**config.mk**
```make
export PLATFORM = sky130hd
export DESIGN_NAME = pic_ctrl
export DESIGN_NICKNAME = d
export VERILOG_FILES = /design/src/pic_pkg.sv /design/src/pic_ctrl.sv /design/src/pic_div.sv
export SDC_FILE = /design/constraint.sdc
export NUM_CORES = 2
export LEC_CHECK = 0
export ABC_AREA = 1
export BUFFER_PORTS_ARGS = -buffer_cell sky130_fd_sc_hd__buf_4
export CORE_MARGIN = 2
export CORE_UTILIZATION = 35
export CTS_BUF_LIST = sky130_fd_sc_hd__clkbuf_16
export DETAILED_ROUTE_END_ITERATION = 7
export HOLD_SLACK_MARGIN = 0.15
export PLACE_DENSITY_LB_ADDON = 0.2
export SETUP_SLACK_MARGIN = 0.4
export SLEW_MARGIN = 20
export SYNTH_ARGS = -nofsm -noshare
export SYNTH_HDL_FRONTEND = slang
export SYNTH_SLANG_ARGS = --single-unit
```
**constraint.sdc**
```tcl
create_clock -name pclk -period 32.9 [get_ports pclk]
set_input_delay 3.29 -clock pclk [delete_from_list [all_inputs] [get_ports pclk]]
set_output_delay 3.29 -clock pclk [all_outputs]
set_load 0.02 [all_outputs]
```
**src/pic_pkg.sv**
```systemverilog
// Purpose: Shared constants, types and helpers of the PI loop controller
// Assumes: 32-bit APB data, 200 MHz pclk
// Notes:   Values in hundredths where a fraction is needed
package pic_pkg;

   // ----------------------------------------------------------------
   // Register map (byte addresses)
   // ----------------------------------------------------------------
   localparam logic [7:0] OFS_CTRL = 8'h00;
   localparam logic [7:0] OFS_SETPOINT = 8'h04;
   localparam logic [7:0] OFS_PV_LOW = 8'h08;
   localparam logic [7:0] OFS_PV_HIGH = 8'h0c;
   localparam logic [7:0] OFS_PV_GAIN = 8'h10;
   localparam logic [7:0] OFS_PV_OFFSET = 8'h14;
   localparam logic [7:0] OFS_MANUAL = 8'h18;
   localparam logic [7:0] OFS_LOOP_GAIN = 8'h1c;
   localparam logic [7:0] OFS_INT_TIME = 8'h20;
   localparam logic [7:0] OFS_STATUS = 8'h24;
   localparam logic [7:0] OFS_PV_EFF = 8'h28;
   localparam logic [7:0] OFS_INT_SUM = 8'h2c;

   // ----------------------------------------------------------------
   // Value ranges and reset values
   // ----------------------------------------------------------------
   localparam logic signed [31:0] PV_MIN = 32'shffffd8f0;   // -10000
   localparam logic signed [31:0] PV_MAX = 32'sh00004e20;   // +20000
   localparam logic signed [31:0] GAIN_MIN = 32'shfffffc18; // -10.00
   localparam logic signed [31:0] GAIN_MAX = 32'sh000003e8; // +10.00
   localparam logic signed [31:0] OFFS_MIN = 32'shffffd8f0; // -10000
   localparam logic signed [31:0] OFFS_MAX = 32'sh00002710; // +10000
   localparam logic signed [31:0] OUT_MIN = 32'sh00000000;
   localparam logic signed [31:0] OUT_MAX = 32'sh000003e8;  // 1000
   localparam logic [13:0] KC_MAX = 14'h270f;              // 99.99
   localparam logic [12:0] TI_MIN = 13'h0001;              // 1 s
   localparam logic [12:0] TI_MAX = 13'h176f;              // 99:59 min
   localparam logic signed [15:0] GAIN_RST = 16'sh0064;    // 1.00
   localparam logic signed [15:0] PV_HIGH_RST = 16'sh4e20;
   localparam logic signed [15:0] PV_LOW_RST = 16'shd8f0;
   localparam logic signed [31:0] HUNDRED = 32'sh00000064;  // Fixed point scale

   // ----------------------------------------------------------------
   // Timing
   // ----------------------------------------------------------------
   localparam longint SAMPLE_TIME_MS = 64'h1f4;             // 500 ms
   localparam longint CLK_PERIOD_PS = 64'h1388;             // 5 ns
   localparam longint SAMPLE_CYCLES_DEF = SAMPLE_TIME_MS * 64'h3b9aca00 / CLK_PERIOD_PS;
   // Integral divisor per second of integral time: 100 (scale) / Ts
   localparam logic [31:0] I_DEN = 32'(64'h64 * 64'h3e8 / SAMPLE_TIME_MS);

   // ----------------------------------------------------------------
   // Types
   // ----------------------------------------------------------------
   typedef struct packed {
      logic [1:0] decimals;  // Bits 6:5
      logic [2:0] preset;    // Bits 4:2
      logic run;             // Bit 1
      logic dir_minus;       // Bit 0
   } pic_ctrl_t;

   typedef struct packed {
      logic [13:0] kc;
      logic [12:0] ti;
      logic dir_minus;
   } pic_tune_t;

   typedef enum logic [2:0] {
      ST_IDLE = 3'b000,
      ST_SCALE = 3'b001,
      ST_CLAMP = 3'b010,
      ST_PROD = 3'b011,
      ST_DIV = 3'b100,
      ST_WAIT = 3'b101,
      ST_UPD = 3'b110
   } pic_state_t;

   // Preset tuning triples; select 0 uses the software values
   function automatic pic_tune_t pic_preset(input logic [2:0] sel, input pic_tune_t custom);
      case (sel)
         3'h1: pic_preset = '{kc: 14'h0032, ti: 13'h001e, dir_minus: 1'b0};
         3'h2: pic_preset = '{kc: 14'h0064, ti: 13'h0078, dir_minus: 1'b0};
         3'h3: pic_preset = '{kc: 14'h012c, ti: 13'h0005, dir_minus: 1'b0};
         3'h4: pic_preset = '{kc: 14'h0078, ti: 13'h000c, dir_minus: 1'b0};
         3'h5: pic_preset = '{kc: 14'h0064, ti: 13'h176f, dir_minus: 1'b0};
         3'h6: pic_preset = '{kc: 14'h0046, ti: 13'h0014, dir_minus: 1'b0};
         default: pic_preset = custom;
      endcase
   endfunction

endpackage

```
**src/pic_ctrl.sv**
```systemverilog
// Purpose: Sampled PI loop controller with APB register access
// Assumes: Inputs synchronous to pclk; 200 MHz clock
// Notes:   Output in units of 0..1000, gains in hundredths
`timescale 1ns/1ps
`default_nettype none
module pic_ctrl
   import pic_pkg::*;
#(
   parameter longint SAMPLE_CYCLES = SAMPLE_CYCLES_DEF
)
(
   // Clock and reset
   input wire logic pclk,
   input wire logic presetn,
   // APB slave
   input wire logic psel,
   input wire logic penable,
   input wire logic pwrite,
   input wire logic [7:0] paddr,
   input wire logic [31:0] pwdata,
   output logic [31:0] prdata,
   output logic pready,
   output logic pslverr,
   // Control inputs
   input wire logic auto_manual_select,
   input wire logic output_clear,
   input wire logic signed [15:0] process_value_in,
   // Actuator output
   output logic [10:0] manipulated_output
);

   // ----------------------------------------------------------------
   // Helpers
   // ----------------------------------------------------------------
   function automatic logic signed [31:0] clamp_s(input logic signed [31:0] v,
                                                  input logic signed [31:0] lo,
                                                  input logic signed [31:0] hi);
      if (v > hi) begin
         clamp_s = hi;
      end else if (v < lo) begin
         clamp_s = lo;
      end else begin
         clamp_s = v;
      end
   endfunction

   function automatic logic [10:0] sat_out(input logic signed [31:0] v);
      sat_out = 11'(clamp_s(v, OUT_MIN, OUT_MAX));
   endfunction

   function automatic logic signed [31:0] sext(input logic [15:0] v);
      sext = {{16{v[15]}}, v};
   endfunction

   // ----------------------------------------------------------------
   // Registers and state
   // ----------------------------------------------------------------
   pic_ctrl_t ctrl_q;
   logic signed [15:0] setpoint_q;
   logic signed [15:0] pv_low_q;
   logic signed [15:0] pv_high_q;
   logic signed [15:0] pv_gain_q;
   logic signed [15:0] pv_offset_q;
   logic [10:0] manual_q;
   logic [13:0] loop_gain_q;
   logic [12:0] int_time_q;
   logic dir_act_q;
   logic auto_prev_q;
   logic [31:0] tick_cnt_q;
   logic tick_q;
   pic_state_t state_q;
   logic signed [31:0] prod_q;
   logic signed [31:0] pv_eff_q;
   logic signed [31:0] kce_q;
   logic err_zero_q;
   logic signed [31:0] i_term_q;
   logic [10:0] sum_q;
   logic [10:0] out_q;
   logic [31:0] prdata_q;
   logic pready_q;
   logic pslverr_q;
   pic_tune_t tune;
   logic signed [31:0] err;
   logic auto_on;
   logic wr_en;
   logic addr_ok;
   logic [31:0] rd_data;
   logic div_done;
   logic [31:0] div_quo;
   logic div_start;
   logic [31:0] kce_mag;
   logic signed [31:0] sum_next;
   logic signed [31:0] out_next;

   // Active tuning: preset or software values
   assign tune = pic_preset(ctrl_q.preset, '{kc: loop_gain_q, ti: int_time_q,
                                             dir_minus: ctrl_q.dir_minus});
   // Automatic mode only when not cleared
   assign auto_on = auto_manual_select && !output_clear;

   // ----------------------------------------------------------------
   // APB access
   // ----------------------------------------------------------------
   // Address decode
   always_comb begin
      addr_ok = 1'b1;
      rd_data = 32'h0;
      case (paddr)
         OFS_CTRL: rd_data = {25'h0, ctrl_q};
         OFS_SETPOINT: rd_data = {16'h0, setpoint_q};
         OFS_PV_LOW: rd_data = {16'h0, pv_low_q};
         OFS_PV_HIGH: rd_data = {16'h0, pv_high_q};
         OFS_PV_GAIN: rd_data = {16'h0, pv_gain_q};
         OFS_PV_OFFSET: rd_data = {16'h0, pv_offset_q};
         OFS_MANUAL: rd_data = {21'h0, manual_q};
         OFS_LOOP_GAIN: rd_data = {18'h0, loop_gain_q};
         OFS_INT_TIME: rd_data = {19'h0, int_time_q};
         OFS_STATUS: rd_data = {13'h0, dir_act_q, auto_on, output_clear, 5'h0, out_q};
         OFS_PV_EFF: rd_data = {16'h0, pv_eff_q[15:0]};
         OFS_INT_SUM: rd_data = {21'h0, sum_q};
         default: addr_ok = 1'b0;
      endcase
   end

   // Write takes effect at the completing access edge
   assign wr_en = psel && penable && pready_q && pwrite && addr_ok;

   // Answer one cycle after setup
   always_ff @(posedge pclk or negedge presetn) begin
      if (!presetn) begin
         prdata_q <= 32'h0;
         pready_q <= 1'b0;
         pslverr_q <= 1'b0;
      end else begin
         pready_q <= psel && !penable;
         if (psel && !penable) begin
            prdata_q <= pwrite ? 32'h0 : rd_data;
            pslverr_q <= !addr_ok;
         end else begin
            pslverr_q <= 1'b0;
         end
      end
   end

   // Software registers, clamped to their ranges on write
   always_ff @(posedge pclk or negedge presetn) begin
      if (!presetn) begin
         ctrl_q <= '0;
         setpoint_q <= 16'sh0000;
         pv_low_q <= PV_LOW_RST;
         pv_high_q <= PV_HIGH_RST;
         pv_gain_q <= GAIN_RST;
         pv_offset_q <= 16'sh0000;
         manual_q <= 11'h0;
         loop_gain_q <= 14'h0064;
         int_time_q <= TI_MAX;
      end else if (wr_en) begin
         case (paddr)
            OFS_CTRL: ctrl_q <= pic_ctrl_t'(pwdata[6:0]);
            OFS_SETPOINT: setpoint_q <= 16'(clamp_s(sext(pwdata[15:0]), PV_MIN, PV_MAX));
            OFS_PV_LOW: pv_low_q <= 16'(clamp_s(sext(pwdata[15:0]), PV_MIN, PV_MAX));
            OFS_PV_HIGH: pv_high_q <= 16'(clamp_s(sext(pwdata[15:0]), PV_MIN, PV_MAX));
            OFS_PV_GAIN: pv_gain_q <= 16'(clamp_s(sext(pwdata[15:0]), GAIN_MIN, GAIN_MAX));
            OFS_PV_OFFSET: pv_offset_q <= 16'(clamp_s(sext(pwdata[15:0]), OFFS_MIN, OFFS_MAX));
            OFS_MANUAL: manual_q <= sat_out($signed({16'h0, pwdata[15:0]}));
            OFS_LOOP_GAIN: loop_gain_q <= (pwdata[15:0] > 16'(KC_MAX)) ? KC_MAX : pwdata[13:0];
            OFS_INT_TIME: begin
               if (pwdata[15:0] > 16'(TI_MAX)) begin
                  int_time_q <= TI_MAX;
               end else if (pwdata[15:0] < 16'(TI_MIN)) begin
                  int_time_q <= TI_MIN;
               end else begin
                  int_time_q <= pwdata[12:0];
               end
            end
            default: ;
         endcase
      end
   end

   // ----------------------------------------------------------------
   // Sample timing
   // ----------------------------------------------------------------
   // Fixed sample tick while the function runs
   always_ff @(posedge pclk or negedge presetn) begin
      if (!presetn) begin
         tick_cnt_q <= 32'h0;
         tick_q <= 1'b0;
      end else if (!ctrl_q.run) begin
         tick_cnt_q <= 32'h0;
         tick_q <= 1'b0;
      end else if (tick_cnt_q == 32'(SAMPLE_CYCLES - 64'h1)) begin
         tick_cnt_q <= 32'h0;
         tick_q <= 1'b1;
      end else begin
         tick_cnt_q <= tick_cnt_q + 32'h1;
         tick_q <= 1'b0;
      end
   end

   // Direction only follows settings while stopped
   always_ff @(posedge pclk or negedge presetn) begin
      if (!presetn) begin
         dir_act_q <= 1'b0;
      end else if (!ctrl_q.run) begin
         dir_act_q <= tune.dir_minus;
      end
   end

   // ----------------------------------------------------------------
   // Computation sequence
   // ----------------------------------------------------------------
   // Error sign follows the latched direction
   assign err = dir_act_q ? (pv_eff_q - sext(setpoint_q))
                          : (sext(setpoint_q) - pv_eff_q);
   assign kce_mag = kce_q[31] ? 32'(-kce_q) : 32'(kce_q);
   assign div_start = (state_q == ST_DIV) && (tune.ti != TI_MAX) && !err_zero_q;

   pic_div u_div (
      .pclk(pclk),
      .presetn(presetn),
      .start(div_start),
      .dividend(kce_mag),
      .divisor(I_DEN * {19'h0, tune.ti}),
      .done(div_done),
      .quotient(div_quo)
   );

   // Sequencer
   always_ff @(posedge pclk or negedge presetn) begin
      if (!presetn) begin
         state_q <= ST_IDLE;
         prod_q <= 32'sh0;
         pv_eff_q <= 32'sh0;
         kce_q <= 32'sh0;
         err_zero_q <= 1'b0;
         i_term_q <= 32'sh0;
      end else if (!auto_on || !ctrl_q.run) begin
         state_q <= ST_IDLE;
      end else begin
         case (state_q)
            ST_IDLE: begin
               if (tick_q) begin
                  state_q <= ST_SCALE;
               end
            end
            ST_SCALE: begin
               prod_q <= process_value_in * pv_gain_q;
               state_q <= ST_CLAMP;
            end
            ST_CLAMP: begin
               pv_eff_q <= clamp_s(prod_q / HUNDRED + sext(pv_offset_q),
                                   sext(pv_low_q), sext(pv_high_q));
               state_q <= ST_PROD;
            end
            ST_PROD: begin
               kce_q <= err * $signed({18'h0, tune.kc});
               err_zero_q <= (err == 32'sh0);
               state_q <= ST_DIV;
            end
            ST_DIV: begin
               i_term_q <= 32'sh0;
               if (div_start) begin
                  state_q <= ST_WAIT;
               end else begin
                  state_q <= ST_UPD;
               end
            end
            ST_WAIT: begin
               if (div_done) begin
                  i_term_q <= kce_q[31] ? -$signed(div_quo) : $signed(div_quo);
                  state_q <= ST_UPD;
               end
            end
            ST_UPD: state_q <= ST_IDLE;
            default: state_q <= ST_IDLE;
         endcase
      end
   end

   // PI law with saturated sum
   always_comb begin
      sum_next = $signed({21'h0, sat_out($signed({21'h0, sum_q}) + i_term_q)});
      out_next = kce_q / HUNDRED + sum_next;
   end

   // ----------------------------------------------------------------
   // Output and integral sum
   // ----------------------------------------------------------------
   always_ff @(posedge pclk or negedge presetn) begin
      if (!presetn) begin
         out_q <= 11'h0;
         sum_q <= 11'h0;
         auto_prev_q <= 1'b0;
      end else if (output_clear) begin
         out_q <= 11'h0;
         sum_q <= 11'h0;
         auto_prev_q <= auto_manual_select;
      end else begin
         auto_prev_q <= auto_manual_select;
         if (!auto_manual_select) begin
            out_q <= manual_q;
         end else if (!auto_prev_q) begin
            sum_q <= manual_q;
         end else if (state_q == ST_UPD && !err_zero_q) begin
            sum_q <= 11'(sum_next);
            out_q <= sat_out(out_next);
         end
      end
   end

   // Outputs straight from flip-flops
   assign prdata = prdata_q;
   assign pready = pready_q;
   assign pslverr = pslverr_q;
   assign manipulated_output = out_q;

endmodule // pic_ctrl
`default_nettype wire

```
**src/pic_div.sv**
```systemverilog
// Purpose: Iterative unsigned divider for the integral term
// Assumes: Divisor nonzero; start only while idle
// Notes:   One quotient bit per cycle, done pulse after 32 steps
`timescale 1ns/1ps
`default_nettype none
module pic_div
   import pic_pkg::*;
(
   // Clock and reset
   input wire logic pclk,
   input wire logic presetn,
   // Request
   input wire logic start,
   input wire logic [31:0] dividend,
   input wire logic [31:0] divisor,
   // Answer
   output logic done,
   output logic [31:0] quotient
);

   logic [32:0] rem_q;
   logic [31:0] quo_q;
   logic [31:0] dsr_q;
   logic [5:0] cnt_q;
   logic busy_q;
   logic [32:0] trial;

   // Trial subtraction of the shifted remainder
   assign trial = {rem_q[31:0], quo_q[31]} - {1'b0, dsr_q};

   // ----------------------------------------------------------------
   // Restoring division
   // ----------------------------------------------------------------
   always_ff @(posedge pclk or negedge presetn) begin
      if (!presetn) begin
         rem_q <= 33'h0;
         quo_q <= 32'h0;
         dsr_q <= 32'h0;
         cnt_q <= 6'h0;
         busy_q <= 1'b0;
         done <= 1'b0;
      end else begin
         done <= 1'b0;
         if (start && !busy_q) begin
            rem_q <= 33'h0;
            quo_q <= dividend;
            dsr_q <= divisor;
            cnt_q <= 6'h20;
            busy_q <= 1'b1;
         end else if (busy_q) begin
            if (!trial[32]) begin
               rem_q <= trial;
               quo_q <= {quo_q[30:0], 1'b1};
            end else begin
               rem_q <= {rem_q[31:0], quo_q[31]};
               quo_q <= {quo_q[30:0], 1'b0};
            end
            cnt_q <= cnt_q - 6'h1;
            if (cnt_q == 6'h1) begin
               busy_q <= 1'b0;
               done <= 1'b1;
            end
         end
      end
   end

   assign quotient = quo_q;

endmodule // pic_div
`default_nettype wire

```
# Yosys cells after proc, flatten, opt, wreduce, memory -nomap -nowiden
# Cells that the tools add are included.
dict set report totals {
  reg_bits 438
  out_inout_bits 45
  elab_cells 193
}
dict set report classes {
  div 2
  mux 56
  magnitude_cmp 15
  addsub 10
  multipliers 3
  reduce_logical 41
  n_bitwise 1
  eq_ne 32
}
# cell n
set op_table {}
lappend op_table {{32-bit 2-to-1 mux} 14}
lappend op_table {{19-bit case mux with 12 select lines} 1}
lappend op_table {{28-bit case mux with 6 select lines} 1}
lappend op_table {{11-bit 2-to-1 mux} 13}
lappend op_table {{16-bit 2-to-1 mux} 5}
lappend op_table {{32-bit by 8-bit divider with 32-bit output, second input constant} 2}
lappend op_table {{32-bit by 11-bit > comparator with 1-bit output, second input constant} 2}
lappend op_table {{32-bit by 1-bit < comparator with 1-bit output, second input constant} 2}
lappend op_table {{32-bit negation} 2}
lappend op_table {{32-bit case mux with 2 select lines} 1}
lappend op_table {{33-bit by 21-bit subtractor with 33-bit output} 1}
lappend op_table {{12-bit by 32-bit adder with 32-bit output} 1}
lappend op_table {{32-bit by 1-bit adder with 32-bit output, second input constant} 1}
lappend op_table {{32-bit by 12-bit adder with 32-bit output} 1}
lappend op_table {{32-bit by 16-bit adder with 32-bit output} 1}
lappend op_table {{32-bit by 27-bit equality test with 1-bit output, second input constant} 1}
lappend op_table {{8-bit by 5-bit equality test with 1-bit output, second input constant} 4}
lappend op_table {{8-bit by 6-bit equality test with 1-bit output, second input constant} 4}
lappend op_table {{32-bit by 16-bit > comparator with 1-bit output} 1}
lappend op_table {{32-bit logical NOT} 1}
lappend op_table {{32-bit by 16-bit < comparator with 1-bit output} 1}
lappend op_table {{16-bit by 16-bit multiplier with 32-bit output} 1}
lappend op_table {{32-bit by 15-bit multiplier with 32-bit output} 1}
lappend op_table {{16-bit by 32-bit subtractor with 32-bit output} 1}
lappend op_table {{40 further kinds} 97}

# Longest topological paths before layout
dict set report logic_depth {
  depth_word 12
  depth_mapped 194
}

# Cells and area by module
# Synthesis repeated with hierarchy kept, for this count alone.
dict set report unflattened {
  hier_cells 8857
  hier_area_um2 62961.6
}
# mod n_inst cells_each area_each_um2
set modules_own_cells {}
lappend modules_own_cells {pic_ctrl 1 7770 55789.8}
lappend modules_own_cells {pic_div 1 1087 7171.9}

# Worst setup path before layout
# Ideal clock, no wire load.
dict set report synth_timing {
  kind {register -> register}
  from {register prod_q[0]}
  to {register pv_eff_q[23]}
  arrival_ns 18.944
  setup_slack_ns 13.823
  path_buffers 1
  path_stages_with_launch 166
  cell_sequence {dfrtp_1 inv_1 ha_1 nand3_2 nor2_1 nand4_2 nor2_2 nand3_2 nand2_2 o21ai_2 xor2_1 nand2_2 nand2_2 nor2_4 nand2_1 nand2_2 nand2_4 nand2_2 [130 not listed] nand3_1 o21ai_0 xor2_1 nand2_1 and2_1 ha_1 a21oi_1 o221ai_1 a21oi_1 nand2_1 or2_2 nand2_1 inv_1 nand2_1 clkbuf_1 nand2_1 a21oi_1 a21oi_1}
}
dict set report synth_via {
  elab_chain_cells 5
  word_cells_on_any_way 6
  cone_classes {1 x add/sub; 1 x div; 2 x order compare; 2 x mux}
}
# element line
set synth_lines {}
lappend synth_lines {{start: declaration} pic_ctrl.sv:72} ;# logic signed [31:0] prod_q;
lappend synth_lines {{start signal: assignment} pic_ctrl.sv:248} ;# prod_q <= process_value_in * pv_gain_q;
lappend synth_lines {{32-bit by 8-bit divider with 32-bit output *} pic_ctrl.sv:252} ;# pv_eff_q <= clamp_s(prod_q / HUNDRED + sext(pv_offset_q),
lappend synth_lines {{32-bit by 16-bit adder with 32-bit output *} pic_ctrl.sv:252}
lappend synth_lines {{32-bit by 16-bit < comparator with 1-bit output} pic_ctrl.sv:40} ;# end else if (v < lo) begin
lappend synth_lines {{32-bit 2-to-1 mux} pic_ctrl.sv:40}
lappend synth_lines {{32-bit 2-to-1 mux *} pic_ctrl.sv:38} ;# if (v > hi) begin
lappend synth_lines {{end signal: assignment} pic_ctrl.sv:252}
lappend synth_lines {{end: declaration} pic_ctrl.sv:73} ;# logic signed [31:0] pv_eff_q;
# Every way passes the cells marked *; elsewhere a longest branch is shown, timed or not.
# A chain may end at the register's enable or synchronous reset.

# Final worst setup path
dict set report layout_timing {
  from {register prod_q[31]}
  to {register pv_eff_q[1]}
}
# Same word-level chain as after synthesis.

==> impl_metrics.tcl <==
set metrics [dict create \
    grt_pass1_wl_um 308500 \
    synth_mux_area_share_pct 0.08915 \
    rsz0062_at_grt "no" \
    die_h_um 424.0 \
    cts_tree "yes" \
    grt_pass1_vias 54930 \
    holdBufCountCts 0 \
    htreeDepth 2 \
    drv_cap 0 \
    ys_types 88 \
    wl_met1_um 83810 \
    fp-row-count 154 \
    first_pass_iters 6 \
    critPathLaunchType "flop" \
    synthAdderAreaFrac_pct 26.11 \
    drv_slew 0 \
    dieWidth_um 424.0 \
    crit_arrival_ps 24180 \
    cp-end-kind "flop" \
    portBuffers 78 \
    outcome "finished, final reports clean" \
    whs_endpoint "tick_cnt_q[0]$_DFF_PN0_" \
    die_area_sq_um 179800 \
    yosys_warnings 0 \
    crit_required_ps 33410 \
    drc 0 \
    highest_layer "met4" \
    area_growth_pct 7.726 \
    place.gp.congestion 0.9506 \
    maxSlewHeadroom_pct 23.47 \
    clkTransAtPathRegs_ps 70 \
    core_area_sq_um 175700 \
    ys_seq_elements 425 \
    drt_iter0_drc 3575 \
    drive_above_1_share_pct 10.40 \
    vias_per_cell 5.044 \
    ant_nets 0 \
    post_cts_resize_count 0 \
    cp_max_fo 49 \
    hold_start "tick_cnt_q[0]$_DFF_PN0_" \
    wl_met2_um 92920 \
    hold_viol 0 \
    cts_made_buffers 56 \
    cts_sinks 425 \
    synth.avg_cell_area_sq_um 7.257 \
    wl_um 192700 \
    setup_tns_ps 0 \
    via_count 54890 \
    yosys_most_used_dff "dfrtp_1" \
    syn_inst 8510 \
    crit-reg2reg-launch "prod_q[31]$_DFFE_PN0P_" \
    clockBufferDepth 3 \
    post-route-period-util_pct 71.95 \
    reg2reg_slack_ps 9230 \
    nets 9517 \
    hold_path_class "flop to flop" \
    timing.fmax_mhz 42.25 \
    io_pins 108 \
    wl_per_cell_um 17.70 \
    antenna_found_initial 15 \
    grt_usage_pct 21.46 \
    post_cts_buffers 0 \
    ff2ff_path_depth 160 \
    insertion_delay_ps 650 \
    syn-cell-area_sq_um 61750 \
    critical_path.most_common_cell "nand2_2" \
    slowest_stage "inv_1" \
    critPathMaxStageDelay_ps 520 \
    finalSetupViolations 0 \
    period_minus_slack_ps 23670 \
    synth-seq-area-share_pct 17.28 \
    synth_edf_count 0 \
    grt_start_max_net_pins 130 \
    dp_hpwl_um 156000 \
    synth_top_family_by_area "simple AND/OR/NAND/NOR gates" \
    synth-xor-area-share_pct 4.364 \
    grt-ovfl-total 0 \
    crit_type "flop to flop" \
    r2r_end "pv_eff_q[1]$_DFFE_PN0P_" \
    worstHoldPathCells 1 \
    synth_compound_area_share_pct 12.40 \
    yosys.area_share.simple_pct 27.86 \
    tightestPinTransition_ps 1119 \
    async_flop_share_pct 100.0 \
    wl_met3_um 7468 \
    finalClockSkew_ps 31.41 \
    clockRootBuffer "clkbuf_16" \
    start_util_pct 35.14 \
]
flip-flops by register name (all words and copies together) (netlist names), 18 cells and up:
| name | flops |
|---|---|
| i_term_q | 32 |
| kce_q | 32 |
| prdata | 19 |
| prod_q | 32 |
| pv_eff_q | 32 |
| tick_cnt_q | 32 |
| u_div.dsr_q | 18 |
| u_div.quotient | 32 |
| u_div.rem_q | 32 |
cell usage in the layout (no fill, tap or decap), drive strengths merged, types with 8 or more instances in the layout:
cell type	Yosys	final
o22ai	105	105
xnor2	75	75
fa	548	548
o21ai	539	539
inv	1651	1670
a211oi	15	15
a22o	8	8
conb	1	14
nand4	153	153
a221oi	28	28
a32o	11	11
o2111ai	12	12
a21oi	367	367
buf	28	133
clkbuf	191	57
or2	46	46
o21bai	26	26
nor4	44	44
dfrtp	396	396
o221ai	31	31
nor3	93	93
nor2	768	768
o31ai	15	15
xor2	231	231
o211ai	36	36
clkinv	25	49
o21a	14	14
nand3	434	434
a31oi	28	28
a21o	18	18
nand2	2047	2047
ha	412	412
dfstp	29	29
a22oi	20	20
cell type report:
cell class,instances,area [sq um]
Clock inverter,46,281.5
Fill cell,18620,109200
Inverter,1677,6350
Multi-Input combinational cell,6201,43830
Timing Repair Buffer,133,1018
Clock buffer,57,1426
Tap cell,2340,2928
Sequential cell,425,10680
Antenna cell,5,12.51
cell families (layout without fill, tap and decap cells):
| kind of cell | count (synthesis) | in the layout |
|---|---|---|
| adders and majority gates | 960 | 960 |
| xor gates and xnor gates | 306 | 306 |
| and+or+nand+nor | 3608 | 3608 |
| other | 1 | 19 |
| DFF | 425 | 425 |
| muxes | 5 | 5 |
| buffers and inverters | 1897 | 1913 |
| AOI/OAI and AO/OA | 1308 | 1308 |
stage by stage:
stage | hold WS (ps) | instance area [sq um] | utilization [%] | std cells | worst slack [ps]
3_5_place_dp | 464.4 | 64800 | 36.87 | 10780 | 9311
2_1_floorplan | 432.9 | 61800 | - | 8523 | 13820
3_3_place_gp | 452.5 | 64800 | 36.87 | 10780 | 9743
6_report | 469.8 | 66520 | 37.86 | 10880 | 9229
4_1_cts | 475.9 | 66500 | 37.84 | 10880 | 9279
5_1_grt | 502.3 | 66520 | 37.85 | 10880 | 6579
cells in the mapped netlist (all sizes together), types with 12 or more instances:
cell     number  share of area, %
a211oi       15              0.18
a21o         18              0.23
a21oi       367               3.0
a221oi       28              0.40
a22oi        20              0.24
a31oi        28              0.28
buf          28              0.31
clkbuf      191               1.3
clkinv       25              0.18
dfrtp       396                16
dfstp        29               1.2
fa          548                18
ha          412               8.3
inv        1651                10
nand2      2047                15
nand3       434               4.0
nand4       153               1.8
nor2        768               5.2
nor3         93              0.79
nor4         44              0.47
o2111ai      12              0.17
o211ai       36              0.45
o21a         14              0.17
o21ai       539               4.5
o21bai       26              0.32
o221ai       31              0.44
o22ai       105               1.1
o31ai        15              0.19
or2          46              0.47
xnor2        75               1.1
xor2        231               3.3
worst max-delay path: cells and delay by family, from the launching register on:
kind,cells,cell delay (ps)
buf+inv,9,2070
xor+xnor,3,710
compound gates,26,4730
simple gates,119,14680
flops,1,330
fa+ha+maj,3,860
routing by layer:
metal,GRT usage [%],vias up
li1,-,26960
met1,27.69,26460
met2,37.19,1181
met3,1.724,296
met4,8.197,0
met5,0,-
how the worst max path moves through the flow:
stage                      startpoint                  endpoint  slack, ps  cells after the start
4_1_cts        prod_q[31]$_DFFE_PN0P_   pv_eff_q[1]$_DFFE_PN0P_       9280                    159
5_1_grt        prod_q[31]$_DFFE_PN0P_  pv_eff_q[29]$_DFFE_PN0P_       6580                    162
6_report       prod_q[31]$_DFFE_PN0P_   pv_eff_q[1]$_DFFE_PN0P_       9230                    160
3_3_place_gp   prod_q[31]$_DFFE_PN0P_   pv_eff_q[1]$_DFFE_PN0P_       9740                    162
2_1_floorplan   prod_q[0]$_DFFE_PN0P_  pv_eff_q[23]$_DFFE_PN0P_      13820                    165
3_5_place_dp   prod_q[31]$_DFFE_PN0P_   pv_eff_q[1]$_DFFE_PN0P_       9310                    160
Power is not shown: default switching activity piles up to over one toggle a cycle in this logic, so the estimate is an artifact.
